## src/core/ctp_consts.svh

```systemverilog
`ifndef CTP_CONSTS_SVH
`define CTP_CONSTS_SVH

// Register byte offsets on the APB window
`define CTP_OFF_LCTRL 8'h00
`define CTP_OFF_UCTRL 8'h04
`define CTP_OFF_LCNT  8'h08
`define CTP_OFF_UCNT  8'h0C
`define CTP_OFF_LPER  8'h10
`define CTP_OFF_UPER  8'h14
`define CTP_OFF_STAT  8'h18
`define CTP_OFF_MASK  8'h1C

// Control register field positions
`define CTP_BIT_RUN   15
`define CTP_BIT_IDLE  13
`define CTP_BIT_GATE  6
`define CTP_BIT_PS_HI 5
`define CTP_BIT_PS_LO 4
`define CTP_BIT_PAIR  3
`define CTP_BIT_CSS   1

// Implemented control bits; everything else reads zero
`define CTP_LCTRL_MASK 16'hA07A
`define CTP_UCTRL_MASK 16'hA072

// Status and mask bit positions
`define CTP_IRQ_LOWER 0
`define CTP_IRQ_UPPER 1

// Reset values and the counter maximum
`define CTP_CTRL_RST   16'h0000
`define CTP_PERIOD_RST 16'hFFFF
`define CTP_CNT_MAX    16'hFFFF

// Prescaler terminal counts (divide ratio minus one)
`define CTP_TERM_1   8'h00
`define CTP_TERM_8   8'h07
`define CTP_TERM_64  8'h3F
`define CTP_TERM_256 8'hFF

`endif

```

## src/core/ctp_pkg.sv

```systemverilog
package ctp_pkg;

    // Prescale select codes
    typedef enum logic [1:0] {
        CTP_PS_1   = 2'h0,
        CTP_PS_8   = 2'h1,
        CTP_PS_64  = 2'h2,
        CTP_PS_256 = 2'h3
    } ctp_presc_t;

endpackage

```

## src/core/ctp_tick_if.sv

```systemverilog
`timescale 1ns/10ps
interface ctp_tick_if;
    logic                active;
    logic                css;
    logic                gate_en;
    logic                gate;
    logic                ext_pin;
    ctp_pkg::ctp_presc_t presc;
    logic                tick;

    modport ctl (output active, css, gate_en, gate, ext_pin, presc, input tick);
    modport pre (input active, css, gate_en, gate, ext_pin, presc, output tick);
endinterface

```

## src/core/ctp_prescaler.sv

```systemverilog
`timescale 1ns/10ps
`include "ctp_consts.svh"
module ctp_prescaler (
    // Clock and reset
    input logic     pclk,
    input logic     presetn,
    // Timer input configuration and tick
    ctp_tick_if.pre tk
);
    logic       ext_prev_r;
    logic [7:0] cnt_r;
    logic [7:0] cnt_nxt;

    // Input event: pin rising edge, or peripheral clock qualified by gate
    wire ext_rise = tk.ext_pin & ~ext_prev_r;                          // [RULE_08]
    wire in_evt   = tk.css ? ext_rise : (~tk.gate_en | tk.gate);       // [RULE_03] [RULE_04]
    wire [7:0] term = (tk.presc == ctp_pkg::CTP_PS_256) ? `CTP_TERM_256 :
                      (tk.presc == ctp_pkg::CTP_PS_64)  ? `CTP_TERM_64  :
                      (tk.presc == ctp_pkg::CTP_PS_8)   ? `CTP_TERM_8   :
                                                          `CTP_TERM_1;  // [RULE_05]
    wire at_term = (cnt_r == term);

    assign tk.tick = tk.active & in_evt & at_term;
    // Stopped timer clears the divider so a restart gives a full first period
    assign cnt_nxt = !tk.active ? 8'h00 :
                     !in_evt    ? cnt_r :
                     at_term    ? 8'h00 : 8'(cnt_r + 8'h01);

    // Divider and pin history
    always_ff @(posedge pclk or negedge presetn) begin
        if (!presetn) begin
            cnt_r      <= 8'h00;
            ext_prev_r <= 1'b0;
        end else begin
            cnt_r      <= cnt_nxt;
            ext_prev_r <= tk.ext_pin;
        end
    end

    a_div_eight: assert property (@(posedge pclk) disable iff (!presetn) // [RULE_05]
        ($rose(tk.active) && !tk.css && !tk.gate_en && tk.presc == ctp_pkg::CTP_PS_8)
        ##1 (tk.active && !tk.css && !tk.gate_en && tk.presc == ctp_pkg::CTP_PS_8)[*7]
        |-> tk.tick) else $error("divide by 8 tick not on eighth clock");
endmodule // ctp_prescaler

```

## src/core/ctp_counter.sv

```systemverilog
`timescale 1ns/10ps
module ctp_counter #(
    parameter int W = 16
) (
    // Clock and reset
    input  logic         pclk,
    input  logic         presetn,
    // Count control
    input  logic         inc,
    input  logic         clr,
    input  logic         wr_en,
    input  logic [W-1:0] wr_data,
    // Count value
    output logic [W-1:0] count
);
    logic [W-1:0] count_r;
    logic [W-1:0] count_nxt;

    // Software write beats period clear, clear beats increment
    assign count_nxt = wr_en ? wr_data :
                       clr   ? '0      :
                       inc   ? W'(count_r + 1'b1) : count_r; // [RULE_14]
    assign count = count_r;

    always_ff @(posedge pclk or negedge presetn) begin
        if (!presetn) begin
            count_r <= '0;
        end else begin
            count_r <= count_nxt;
        end
    end

    a_clr_zero: assert property (@(posedge pclk) disable iff (!presetn) // [RULE_14]
        (clr && !wr_en) |=> (count_r == '0)) else $error("count not cleared on match");
endmodule // ctp_counter

```

## src/core/ctp_top.sv

```systemverilog
// Contract
// [RULE_01] The lower run bit starts and stops the lower timer, or the whole pair in pair mode.
// [RULE_02] A set idle-halt bit stops its timer while the device is idle; clear keeps it running.
// [RULE_03] With the internal clock, gate accumulation counts only while the gate input is high.
// [RULE_04] Gate accumulation is ignored when the external pin clock is selected.
// [RULE_05] The prescale field divides the input by 1, 8, 64 or 256 for codes 00 to 11.
// [RULE_06] The pair-mode bit in the lower control register joins both timers into 32 bits.
// [RULE_07] With pair mode clear, the timers run independently from their own registers.
// [RULE_08] Clock source one counts rising pin edges; zero counts the peripheral clock.
// [RULE_09] In pair mode the upper run, gate, prescale and source bits have no effect.
// [RULE_10] Software keeps the upper idle-halt bit clear for the pair to run while idle.
// [RULE_11] Unimplemented control bits read as zero.
// [RULE_12] In pair mode the lower count is the low half and the upper count the high half.
// [RULE_13] In pair mode the lower inputs drive the pair and the upper flag signals its event.
// [RULE_14] Each tick increments; on period match the count clears and the flag is set.
`timescale 1ns/10ps
`include "ctp_consts.svh"
module ctp_top #(
    parameter int AW = 8
) (
    // Clock and reset
    input  logic          pclk,
    input  logic          presetn,
    // APB slave
    input  logic          psel,
    input  logic          penable,
    input  logic          pwrite,
    input  logic [AW-1:0] paddr,
    input  logic [31:0]   pwdata,
    output logic [31:0]   prdata,
    output logic          pready,
    output logic          pslverr,
    // Device power state
    input  logic          idle_mode,
    // Timer pins
    input  logic          lower_ext_clock_pin,
    input  logic          upper_ext_clock_pin,
    input  logic          lower_gate_pin,
    input  logic          upper_gate_pin,
    // Interrupt
    output logic          irq
);
    logic [15:0] lctrl_r;
    logic [15:0] uctrl_r;
    logic [15:0] lper_r;
    logic [15:0] uper_r;
    logic [1:0]  stat_r;
    logic [1:0]  stat_nxt;
    logic [1:0]  mask_r;
    logic [31:0] prdata_r;
    logic [15:0] lcnt;
    logic [15:0] ucnt;

    ctp_tick_if ltk ();
    ctp_tick_if utk ();

    // APB phase decode; every access completes with no wait state
    wire setup = psel & ~penable;
    wire acc   = psel & penable;
    wire wr    = acc & pwrite;

    // Address decode
    wire hit_lctrl = (paddr == AW'(`CTP_OFF_LCTRL));
    wire hit_uctrl = (paddr == AW'(`CTP_OFF_UCTRL));
    wire hit_lcnt  = (paddr == AW'(`CTP_OFF_LCNT));
    wire hit_ucnt  = (paddr == AW'(`CTP_OFF_UCNT));
    wire hit_lper  = (paddr == AW'(`CTP_OFF_LPER));
    wire hit_uper  = (paddr == AW'(`CTP_OFF_UPER));
    wire hit_stat  = (paddr == AW'(`CTP_OFF_STAT));
    wire hit_mask  = (paddr == AW'(`CTP_OFF_MASK));
    wire mapped    = hit_lctrl | hit_uctrl | hit_lcnt | hit_ucnt |
                     hit_lper | hit_uper | hit_stat | hit_mask;

    // Read selection; control words carry only implemented bits
    wire [31:0] rd_mux =
        hit_lctrl ? {16'h0000, lctrl_r & `CTP_LCTRL_MASK} :         // [RULE_11]
        hit_uctrl ? {16'h0000, uctrl_r & `CTP_UCTRL_MASK} :         // [RULE_11]
        hit_lcnt  ? {16'h0000, lcnt}   :
        hit_ucnt  ? {16'h0000, ucnt}   :
        hit_lper  ? {16'h0000, lper_r} :
        hit_uper  ? {16'h0000, uper_r} :
        hit_stat  ? {30'h0000_0000, stat_r} :
        hit_mask  ? {30'h0000_0000, mask_r} : 32'h0000_0000;

    assign pready  = 1'b1;
    assign pslverr = acc & ~mapped;
    assign prdata  = prdata_r;

    // Mode selection: only the lower register can join the pair
    wire pair = lctrl_r[`CTP_BIT_PAIR];                              // [RULE_06]

    // Idle halt; in pair mode a set upper idle bit also stops the pair
    wire l_halt = idle_mode & (lctrl_r[`CTP_BIT_IDLE] |
                  (pair & uctrl_r[`CTP_BIT_IDLE]));                  // [RULE_02] [RULE_10]
    wire u_halt = idle_mode & uctrl_r[`CTP_BIT_IDLE];                // [RULE_02]
    wire l_active = lctrl_r[`CTP_BIT_RUN] & ~l_halt;                 // [RULE_01]
    // Upper timer's run, gate, prescale and source controls are dead while paired
    wire u_active = ~pair & uctrl_r[`CTP_BIT_RUN] & ~u_halt;         // [RULE_07] [RULE_09]

    // Lower input path always from lower register and pins
    assign ltk.active  = l_active;
    assign ltk.css     = lctrl_r[`CTP_BIT_CSS];
    assign ltk.gate_en = lctrl_r[`CTP_BIT_GATE];
    assign ltk.gate    = lower_gate_pin;                             // [RULE_13]
    assign ltk.ext_pin = lower_ext_clock_pin;                        // [RULE_13]
    assign ltk.presc   = ctp_pkg::ctp_presc_t'(lctrl_r[`CTP_BIT_PS_HI:`CTP_BIT_PS_LO]);

    // Upper input path, used only as an independent timer
    assign utk.active  = u_active;
    assign utk.css     = uctrl_r[`CTP_BIT_CSS];
    assign utk.gate_en = uctrl_r[`CTP_BIT_GATE];
    assign utk.gate    = upper_gate_pin;
    assign utk.ext_pin = upper_ext_clock_pin;
    assign utk.presc   = ctp_pkg::ctp_presc_t'(uctrl_r[`CTP_BIT_PS_HI:`CTP_BIT_PS_LO]);

    // One prescaler per timer
    ctp_prescaler u_lpre (
        .pclk    (pclk),
        .presetn (presetn),
        .tk      (ltk)
    );

    ctp_prescaler u_upre (
        .pclk    (pclk),
        .presetn (presetn),
        .tk      (utk)
    );

    // Period match, 16-bit each or 32-bit joined
    wire l_match16 = (lcnt == lper_r);
    wire u_match16 = (ucnt == uper_r);
    wire match32   = l_match16 & u_match16;                          // [RULE_12]
    wire l_evt     = ltk.tick & (pair ? match32 : l_match16);        // [RULE_14]
    wire u_evt     = utk.tick & u_match16;                           // [RULE_14]

    // Upper half advances on the lower half's rollover when paired
    wire carry  = ltk.tick & (lcnt == `CTP_CNT_MAX) & ~match32;      // [RULE_12]
    wire u_inc  = pair ? carry : utk.tick;                           // [RULE_07] [RULE_12]
    wire u_clr  = pair ? l_evt : u_evt;

    // Counter write strobes
    wire wr_lcnt = wr & hit_lcnt;
    wire wr_ucnt = wr & hit_ucnt;

    ctp_counter #(.W(16)) u_lcnt (
        .pclk    (pclk),
        .presetn (presetn),
        .inc     (ltk.tick),
        .clr     (l_evt),
        .wr_en   (wr_lcnt),
        .wr_data (pwdata[15:0]),
        .count   (lcnt)
    );

    ctp_counter #(.W(16)) u_ucnt (
        .pclk    (pclk),
        .presetn (presetn),
        .inc     (u_inc),
        .clr     (u_clr),
        .wr_en   (wr_ucnt),
        .wr_data (pwdata[15:0]),
        .count   (ucnt)
    );

    // Event flags: paired event lands on the upper flag only
    wire [1:0] ev_set;
    assign ev_set[`CTP_IRQ_LOWER] = ~pair & l_evt;                   // [RULE_13]
    assign ev_set[`CTP_IRQ_UPPER] = pair ? l_evt : u_evt;            // [RULE_13] [RULE_14]
    wire [1:0] st_clr = (wr & hit_stat) ? pwdata[1:0] : 2'h0;
    // A set in the same cycle as a write-one-to-clear wins
    assign stat_nxt = (stat_r & ~st_clr) | ev_set;

    assign irq = |(stat_r & mask_r);

    // Control registers; unimplemented bits are never stored
    always_ff @(posedge pclk or negedge presetn) begin
        if (!presetn) begin
            lctrl_r <= `CTP_CTRL_RST;
            uctrl_r <= `CTP_CTRL_RST;
        end else begin
            if (wr && hit_lctrl) begin
                lctrl_r <= pwdata[15:0] & `CTP_LCTRL_MASK;           // [RULE_11]
            end
            if (wr && hit_uctrl) begin
                uctrl_r <= pwdata[15:0] & `CTP_UCTRL_MASK;           // [RULE_11]
            end
        end
    end

    // Period registers
    always_ff @(posedge pclk or negedge presetn) begin
        if (!presetn) begin
            lper_r <= `CTP_PERIOD_RST;
            uper_r <= `CTP_PERIOD_RST;
        end else begin
            if (wr && hit_lper) begin
                lper_r <= pwdata[15:0];
            end
            if (wr && hit_uper) begin
                uper_r <= pwdata[15:0];
            end
        end
    end

    // Status and mask registers; read data captured in the setup phase
    always_ff @(posedge pclk or negedge presetn) begin
        if (!presetn) begin
            stat_r   <= 2'h0;
            mask_r   <= 2'h0;
            prdata_r <= 32'h0000_0000;
        end else begin
            stat_r <= stat_nxt;
            if (wr && hit_mask) begin
                mask_r <= pwdata[1:0];
            end
            if (setup) begin
                prdata_r <= rd_mux;
            end
        end
    end

    a_unimpl_zero: assert property (@(posedge pclk) disable iff (!presetn) // [RULE_11]
        (setup && hit_lctrl) |=> ((prdata_r & ~32'h0000_A07A) == 32'h0000_0000))
        else $error("unimplemented lower control bit read nonzero");

    a_run_stops: assert property (@(posedge pclk) disable iff (!presetn) // [RULE_01]
        (!lctrl_r[`CTP_BIT_RUN] && !wr_lcnt) |=> (lcnt == $past(lcnt)))
        else $error("lower count moved while stopped");

    a_idle_halt: assert property (@(posedge pclk) disable iff (!presetn) // [RULE_02]
        (idle_mode && lctrl_r[`CTP_BIT_IDLE] && !wr_lcnt) |=> (lcnt == $past(lcnt)))
        else $error("lower count moved in idle with halt set");

    a_gate_block: assert property (@(posedge pclk) disable iff (!presetn) // [RULE_03]
        (!lctrl_r[`CTP_BIT_CSS] && lctrl_r[`CTP_BIT_GATE] && !lower_gate_pin) |-> !ltk.tick)
        else $error("tick while gate closed");

    a_ext_edge: assert property (@(posedge pclk) disable iff (!presetn) // [RULE_08] [RULE_04]
        (lctrl_r[`CTP_BIT_CSS] && ltk.tick)
        |-> (lower_ext_clock_pin && !$past(lower_ext_clock_pin)))
        else $error("external tick without rising pin edge");

    a_pair_ignore: assert property (@(posedge pclk) disable iff (!presetn) // [RULE_09]
        pair |-> !utk.tick)
        else $error("upper prescaler ticked in pair mode");

    a_pair_carry: assert property (@(posedge pclk) disable iff (!presetn) // [RULE_12]
        (pair && carry && !wr_ucnt) |=> (ucnt == 16'($past(ucnt) + 16'h0001)))
        else $error("upper half missed lower rollover");

    a_match_flag: assert property (@(posedge pclk) disable iff (!presetn) // [RULE_13] [RULE_14]
        (pair && l_evt && !wr_lcnt && !wr_ucnt)
        |=> (stat_r[`CTP_IRQ_UPPER] && lcnt == 16'h0000 && ucnt == 16'h0000))
        else $error("paired match did not clear or flag");

    // Flag paths: each timer sets only its own bit, the pair only the upper one
    a_lower_flag: assert property (@(posedge pclk) disable iff (!presetn) // [RULE_14]
        (!pair && l_evt) |=> stat_r[`CTP_IRQ_LOWER])
        else $error("lower match did not set its flag");

    a_upper_flag: assert property (@(posedge pclk) disable iff (!presetn) // [RULE_07] [RULE_14]
        (!pair && u_evt) |=> stat_r[`CTP_IRQ_UPPER])
        else $error("upper match did not set its flag");

    a_pair_quiet: assert property (@(posedge pclk) disable iff (!presetn) // [RULE_13]
        (pair && !stat_r[`CTP_IRQ_LOWER]) |=> !stat_r[`CTP_IRQ_LOWER])
        else $error("paired timer set the lower flag");

    // A clear that meets no new event must really drop the flag
    a_flag_w1c: assert property (@(posedge pclk) disable iff (!presetn) // [RULE_14]
        (wr && hit_stat && pwdata[`CTP_IRQ_LOWER] && !ev_set[`CTP_IRQ_LOWER])
        |=> !stat_r[`CTP_IRQ_LOWER])
        else $error("lower flag survived a write of one");

    a_irq_level: assert property (@(posedge pclk) disable iff (!presetn) // [RULE_13]
        (stat_r[`CTP_IRQ_UPPER] && mask_r[`CTP_IRQ_UPPER]) |-> irq)
        else $error("unmasked upper flag without interrupt");

    // Upper half: moves only on a carry or a paired match when paired, only on its own tick otherwise
    a_pair_hold: assert property (@(posedge pclk) disable iff (!presetn) // [RULE_12] [RULE_09]
        (pair && !carry && !l_evt && !wr_ucnt) |=> (ucnt == $past(ucnt)))
        else $error("upper half moved without a carry");

    a_upper_stopped: assert property (@(posedge pclk) disable iff (!presetn) // [RULE_07]
        (!pair && !uctrl_r[`CTP_BIT_RUN] && !wr_ucnt) |=> (ucnt == $past(ucnt)))
        else $error("upper count moved while stopped");

    a_upper_gate: assert property (@(posedge pclk) disable iff (!presetn) // [RULE_03]
        (!pair && !uctrl_r[`CTP_BIT_CSS] && uctrl_r[`CTP_BIT_GATE] && !upper_gate_pin)
        |-> !utk.tick)
        else $error("upper tick while its gate closed");

    // A period write must land intact, since every lower and paired match compares against it
    a_period_write: assert property (@(posedge pclk) disable iff (!presetn) // [RULE_14]
        (wr && hit_lper) |=> (lper_r == $past(pwdata[15:0])))
        else $error("lower period write lost");
endmodule // ctp_top

```

## config.mk

```make
export PLATFORM = sky130hd
export DESIGN_NAME = ctp_top
export DESIGN_NICKNAME = d
export VERILOG_FILES = /design/src/core/ctp_pkg.sv /design/src/core/ctp_tick_if.sv /design/src/core/ctp_prescaler.sv /design/src/core/ctp_counter.sv /design/src/core/ctp_top.sv
export VERILOG_INCLUDE_DIRS = /design/src /design/src/core
export SDC_FILE = /design/constraint.sdc
export NUM_CORES = 1
export LEC_CHECK = 0
export BUFFER_PORTS_ARGS = -buffer_cell sky130_fd_sc_hd__clkbuf_2
export CAP_MARGIN = 5
export CORE_MARGIN = 2
export CORE_UTILIZATION = 59
export DETAILED_ROUTE_END_ITERATION = 10
export GPL_TIMING_DRIVEN = 0
export PLACE_DENSITY_LB_ADDON = 0.25
export SYNTH_ARGS = -nofsm -noshare
export SYNTH_HDL_FRONTEND = slang
export SYNTH_SLANG_ARGS = --single-unit
```

## constraint.sdc

```tcl
create_clock -name pclk -period 3.9 [get_ports pclk]
set_input_delay 0.195 -clock pclk [delete_from_list [all_inputs] [get_ports pclk]]
set_output_delay 0.195 -clock pclk [all_outputs]
set_load 0.02 [all_outputs]
```

Yosys cells after proc, flatten, opt, wreduce, memory -nomap -nowiden --
Index checks and enable logic that the tools add are counted.
Word-level totals: register bits after elaboration 131, input port bits 50, output and inout bits 35, word-level logic and storage cells 127
Operators by class: $add $sub $neg 4, eq/ne operators 20, mux-type cells 32, bitwise operators 49, reductions and logical operators 9
Operator list (count):
- 2-to-1 mux 16 bit | 12
- 2-to-1 mux 8 bit | 10
- adder 16 x 1 -> 16 bit (second input constant) | 2
- == test 16 bit | 2
- == test 8 x 5 -> 1 bit (second input constant) | 4
- bitwise AND 1 bit | 25
- adder 8 x 1 -> 8 bit (second input constant) | 2
- == test 16 bit (second input constant) | 1
- == test 8 x 4 -> 1 bit (second input constant) | 2
- == test 8 bit | 2
- inverter 1 bit | 10
- bitwise OR 1 bit | 10
- == test 2 bit (second input constant) | 4
- == test 8 x 3 -> 1 bit (second input constant) | 1
- logical NOT 8 bit | 1
- 2-to-1 mux 2 bit | 3
- 2-to-1 mux 3 bit | 2
- nonzero test 3 bit | 2
- logical AND 1 bit | 5
- 2-to-1 mux 1 bit | 5
- bitwise AND 2 bit | 2
- == test 2 x 1 -> 1 bit (second input constant) | 2
- != test 2 bit (second input constant) | 2
- inverter 2 bit | 1
- 2 further kinds | 2

Longest topological paths before layout --
depth in word-level cells 13, gate-level depth with buffers 9, depth with buffers taken out 8

Cells and area by module --
Synthesis repeated with hierarchy kept, for this count alone.
Second synthesis, totals: cell total of the unflattened synthesis 678, area, all modules 6865.3 µm²
By module, submodules not included:
- ctp_top | times used 1, cells an instance 362, area each 3870.0 µm², seq. area each 1666.6 µm²
- ctp_counter | times used 2, cells an instance 95, area each 920.9 µm², seq. area each 400.4 µm²
- ctp_prescaler | times used 2, cells an instance 63, area each 576.8 µm², seq. area each 225.2 µm²

Least setup slack after synthesis --
No wires, ideal clock.
path kind register to register, from reg lctrl_r[5], to reg u_ucnt.count_r[13] (netlist: u_ucnt.count[13]), setup time 128 ps, arrival 2756 ps, data required time 3772 ps, slack 1016 ps, cell stages (with the launch flop) 10, buffers on the path 2, period minus slack after synthesis 2884 ps, path through dfrtp_1 -> or4_1 -> o22a_1 -> or4_1 -> buf_2 -> a2111o_1 -> and2_4 -> buf_6 -> o41ai_2 -> a21oi_1
Between the ends: cells in the longest elaborated chain, start to end 10, elaborated cells between the ends (all ways) 16, classes of those cells 4 x eq/ne; 7 x mux; 4 x bitwise; 1 x reduce/logical
RTL lines:
- start: declaration | RTL line ctp_top.sv:43 | logic [15:0] lctrl_r;
- start signal: assignment | RTL line ctp_top.sv:178 | lctrl_r <= `CTP_CTRL_RST;
- start signal: assignment | RTL line ctp_top.sv:182 | lctrl_r <= pwdata[15:0] & `CTP_LCTRL_MASK;
- == test 2 x 1 -> 1 bit | RTL line ctp_prescaler.sv:19 | (tk.presc == ctp_pkg::CTP_PS_8) ? `CTP_TERM_8 :
- 2-to-1 mux 3 bit (no source line)
- 2-to-1 mux 8 bit (no source line)
- 2-to-1 mux 8 bit (no source line) *
- == test 8 bit * | RTL line ctp_prescaler.sv:21 | wire at_term = (cnt_r == term);
- bitwise AND 1 bit * | RTL line ctp_prescaler.sv:23 | assign tk.tick = tk.active & in_evt & at_term;
- bitwise AND 1 bit (on tied branches) | RTL line ctp_top.sv:137, ctp_top.sv:133
- bitwise AND 1 bit / 2-to-1 mux 1 bit (equally long branches) | RTL line ctp_top.sv:137, ctp_top.sv:139
- 2-to-1 mux 1 bit / 2-to-1 mux 16 bit (equally long branches) | RTL line ctp_top.sv:138, ctp_counter.sv:21
- nonzero test 3 bit (no source line) / 2-to-1 mux 16 bit (equally long branches)
- end signal: assignment | RTL line ctp_counter.sv:29 | count_r <= count_nxt;
- end: declaration | RTL line ctp_counter.sv:16 | logic [W-1:0] count_r;
Every way passes the cells marked *; elsewhere a longest branch is shown, timed or not. A chain may end at the register's enable or synchronous reset.

Worst setup path after layout --
from reg lctrl_r[5], to reg u_ucnt.count_r[8] (netlist: u_ucnt.count[8])
The elaborated chain is that of the path after synthesis.

==> impl_results.md <==
* Status: complete, no violations
* TritonCTS Buffers at 17
* Die footprint at 0.01201 mm2
* DRT iter0 DRCs at 575
* Yosys warns at 0
* RSZ-0062 raised after global routing: no
* Drt pass-1 iters at 6
* Actual slew at the worst max-slew pin at 1265 ps
* Root buf cell: clkbuf_8
* CP Launch Type: flip-flop
* Final setup vio count at 0
* Max-slew headroom at 14.87%
* Total negative slack at 0 ps
* NumNets Final at 843
* FF-to-FF setup slack at 410 ps
* Max VDD drop at 345.2 uV
* Netlist Area Pre-Place at 0.006576 mm2
* CP Class: flip-flop to flip-flop
* IO Count at 85
* Core footprint at 0.01084 mm2
* Synth Area per Inst at 9.503 um2
* Post CTS Setup Buffer Count at 0
* Skew final at 6.212 ps
* I/O Buffers at 50
* Post-Route WL at 18880 um
* Cells after synthesis at 692
* Crit path capture type: flip-flop
* Largest delay share family, worst path: simple AND/OR/NAND/NOR gates
* Max Slew Vio Count at 0
* Primary FF master, synth: dfrtp_1
* Inst Count DP at 898
* Worst path cell trace: or4_1 -> o22a_1 -> nor4_1 -> a31o_2 -> a21oi_1 -> clkbuf_1 -> a21oi_1 -> a2bb2oi_1
* CTS tree: done
* Final cell count without fillers at 942
* Total power at 3.156 mW
* Initial antenna violation count at 1
* Final hold vios at 0
* Antenna Nets Post-Route at 0
* Initial Util at 60.66%
* Most area-consuming cells after synthesis: dfrtp_1, dfstp_2, mux2_2
* CP Data Arrival Time at 3940 ps
* Max Root-Sink Buffers at 2
* Tcrit/Tclk final at 89.54%
* Clk Latency, worst-skew pair at 540 ps
* WP data required at 4350 ps
* CP most frequent cell: a21oi_1
* HPWL after DPL at 13600 um
* Hold_buf cts at 12
* Final GP Congestion at 0.9579
* Layout cells sized above 1 at 24.06%
* CP endpoint: u_ucnt.count[8]
* Worst-path cell with the longest stage delay: nor4_1
* First-pass GRT wire length at 30320 um
* Seq cells post-synth at 115
* Leak pwr at 3.446 nW
* Register area share after synthesis at 44.37%
* F_max at 0.2864 GHz
* GRT Overall Usage at 34.10%
* Final WS setup at 408.1 ps
* Die Height at 109.6 um
* Pin count of the biggest net entering global routing at 116
* Area leader, netlist: dfrtp_1
* Ant diodes at 0
* Via/cell ratio at 6.202
* DRC Markers at 0
* Power per cell area at 401.7 mW/mm2
* Reg-to-reg startpoint: lctrl_r[5]
* FF-to-FF path depth at 8
* Grt ovf at 0
* Routed length per instance at 20.04 um
* Post_cts resized at 0
* Critical Path Max Stage Delay at 1060 ps
* Max-cap violation count at 0
* Top-area cell type share of the netlist area at 31.58%
* Fin crit period at 3492 ps
* Hold crit path type: input port to flip-flop
* Row count at 38
* Worst setup path startpoint: lctrl_r[5]
* R2r endpoint: u_ucnt.count[8]
* FILL cells at 828
* P&R area growth vs syn at 19.46%
* Crit path depth at 8
* H-Tree Depth at 4
* Yosys cell types at 65
* Vias at 5842
* Crit path buf inv count at 1
* Hold WS at 36.41 ps
* Number of synthesized flops with an enable pin at 0
* Critical-path maximum fanout at 10
* DP Worst Slack at 503.9 ps
* Vias in the first global route at 5681
* CTS clk-pin slew, worst paths at 50 ps
* Clk sinks at 115
* Async S/R FF share, synth at 100.0%
* Horiz. Die Dim at 109.6 um
-- cells in the final DEF, fill, tap and decap left out, drive strengths merged, types with 12 or more instances in the layout --
master / instances
clkbuf: 109
nand3: 28
buf: 21
nor2: 43
dlygate4sd3: 12
xnor2: 43
and3: 12
o21ai: 69
nand2: 80
dfstp: 32
mux2: 51
a21oi: 39
conb: 17
dfrtp: 83
-- where the power goes --
| group | leakage [nW] | internal [mW] | total (mW) | switching [mW] |
|---|---|---|---|---|
| Sequential | 1.47 | 1.22 | 1.24 | 0.0263 |
| Clock | 0.330 | 1.15 | 1.71 | 0.556 |
| Combinational | 1.64 | 0.0747 | 0.205 | 0.130 |
| Total | 3.45 | 2.44 | 3.16 | 0.713 |
-- synth_stat cells, drive strengths merged (4+ instances only) --
library cell	n
dfrtp	83
nand2b	6
a22o	5
or4	4
and3	12
a211oi	4
xor2	7
mux2	51
o21ai	69
o31ai	5
a21o	5
a21oi	39
xnor2	43
nor2	43
nor3	9
a22oi	11
buf	20
nand3	28
ha	4
a221oi	5
inv	10
nor4	4
and2	4
or2	4
and4	4
nor2b	8
a222oi	8
nand2	80
nand4	10
dfstp	32
clkbuf	32
-- worst min-delay path by stage --
stage                         from                end  slack (ps)  cells after the start
2_1_floorplan              presetn        lctrl_r[13]        -100                      0
3_5_place_dp   lower_ext_clock_pin  u_lpre.ext_prev_r         330                      1
3_3_place_gp   lower_ext_clock_pin  u_lpre.ext_prev_r         320                      1
4_1_cts                  pwdata[0]    u_ucnt.count[0]           9                      3
6_report                 pwdata[0]    u_ucnt.count[0]          40                      3
5_1_grt                  pwdata[0]    u_ucnt.count[0]          30                      3
-- metrics by stage --
stage,util (%),area [um2]
6_report,72.47,7856
5_1_grt,72.47,7856
4_1_cts,72.47,7856
3_5_place_dp,65.25,7073
3_3_place_gp,65.11,7058
2_1_floorplan,-,6633
-- state kept, by name, indices dropped and copies added (netlist names), 2 cells and up --
name / count
u_lcnt.count: 16
lper_r: 16
stat_r: 2
prdata: 16
uper_r: 16
mask_r: 2
u_upre.cnt_r: 8
u_lpre.cnt_r: 8
uctrl_r: 6
lctrl_r: 7
u_ucnt.count: 16
-- layout make-up --
class                      count  area, um2  area share (%)
buffer                        52      267.8           3.408
clock buffer                  27      588.1           7.485
clock inverter                 5      75.07          0.9556
inverter                      10      37.54          0.4778
multi-input combinational    530       3411           43.41
sequential                   115       2918           37.14
tap                          140      175.2           2.230
timing repair buffer          63      384.1           4.889
-- per-layer routing --
metal / wire length, um / global-route usage [%] / vias to the layer above
li1: - / - / 2678
met4: 451 / 11.93 / 0
met5: 0 / 0 / -
met2: 8751 / 53.00 / 270
met3: 1831 / 8.892 / 44
met1: 7844 / 46.33 / 2850
-- tightest hold or removal path: stages --
cell and delay [ps]:
clkbuf_2 180, nand2_1 60, o21ai_0 80
-- kinds of logic after synthesis --
group                    count (synthesis)  synth area share [%]
AO/OA/AOI/OAI                          179                 17.47
XOR/XNOR                                50                 6.659
adder cells (fa/ha/maj)                  4                0.7611
buffers and inverters                   62                 4.642
flip-flops                             115                 44.37
multiplexers                            54                 9.190
other                                    2                0.1142
AND/OR/NAND/NOR                        226                 16.80
No activity file was read; power rests on OpenSTA's default activity.
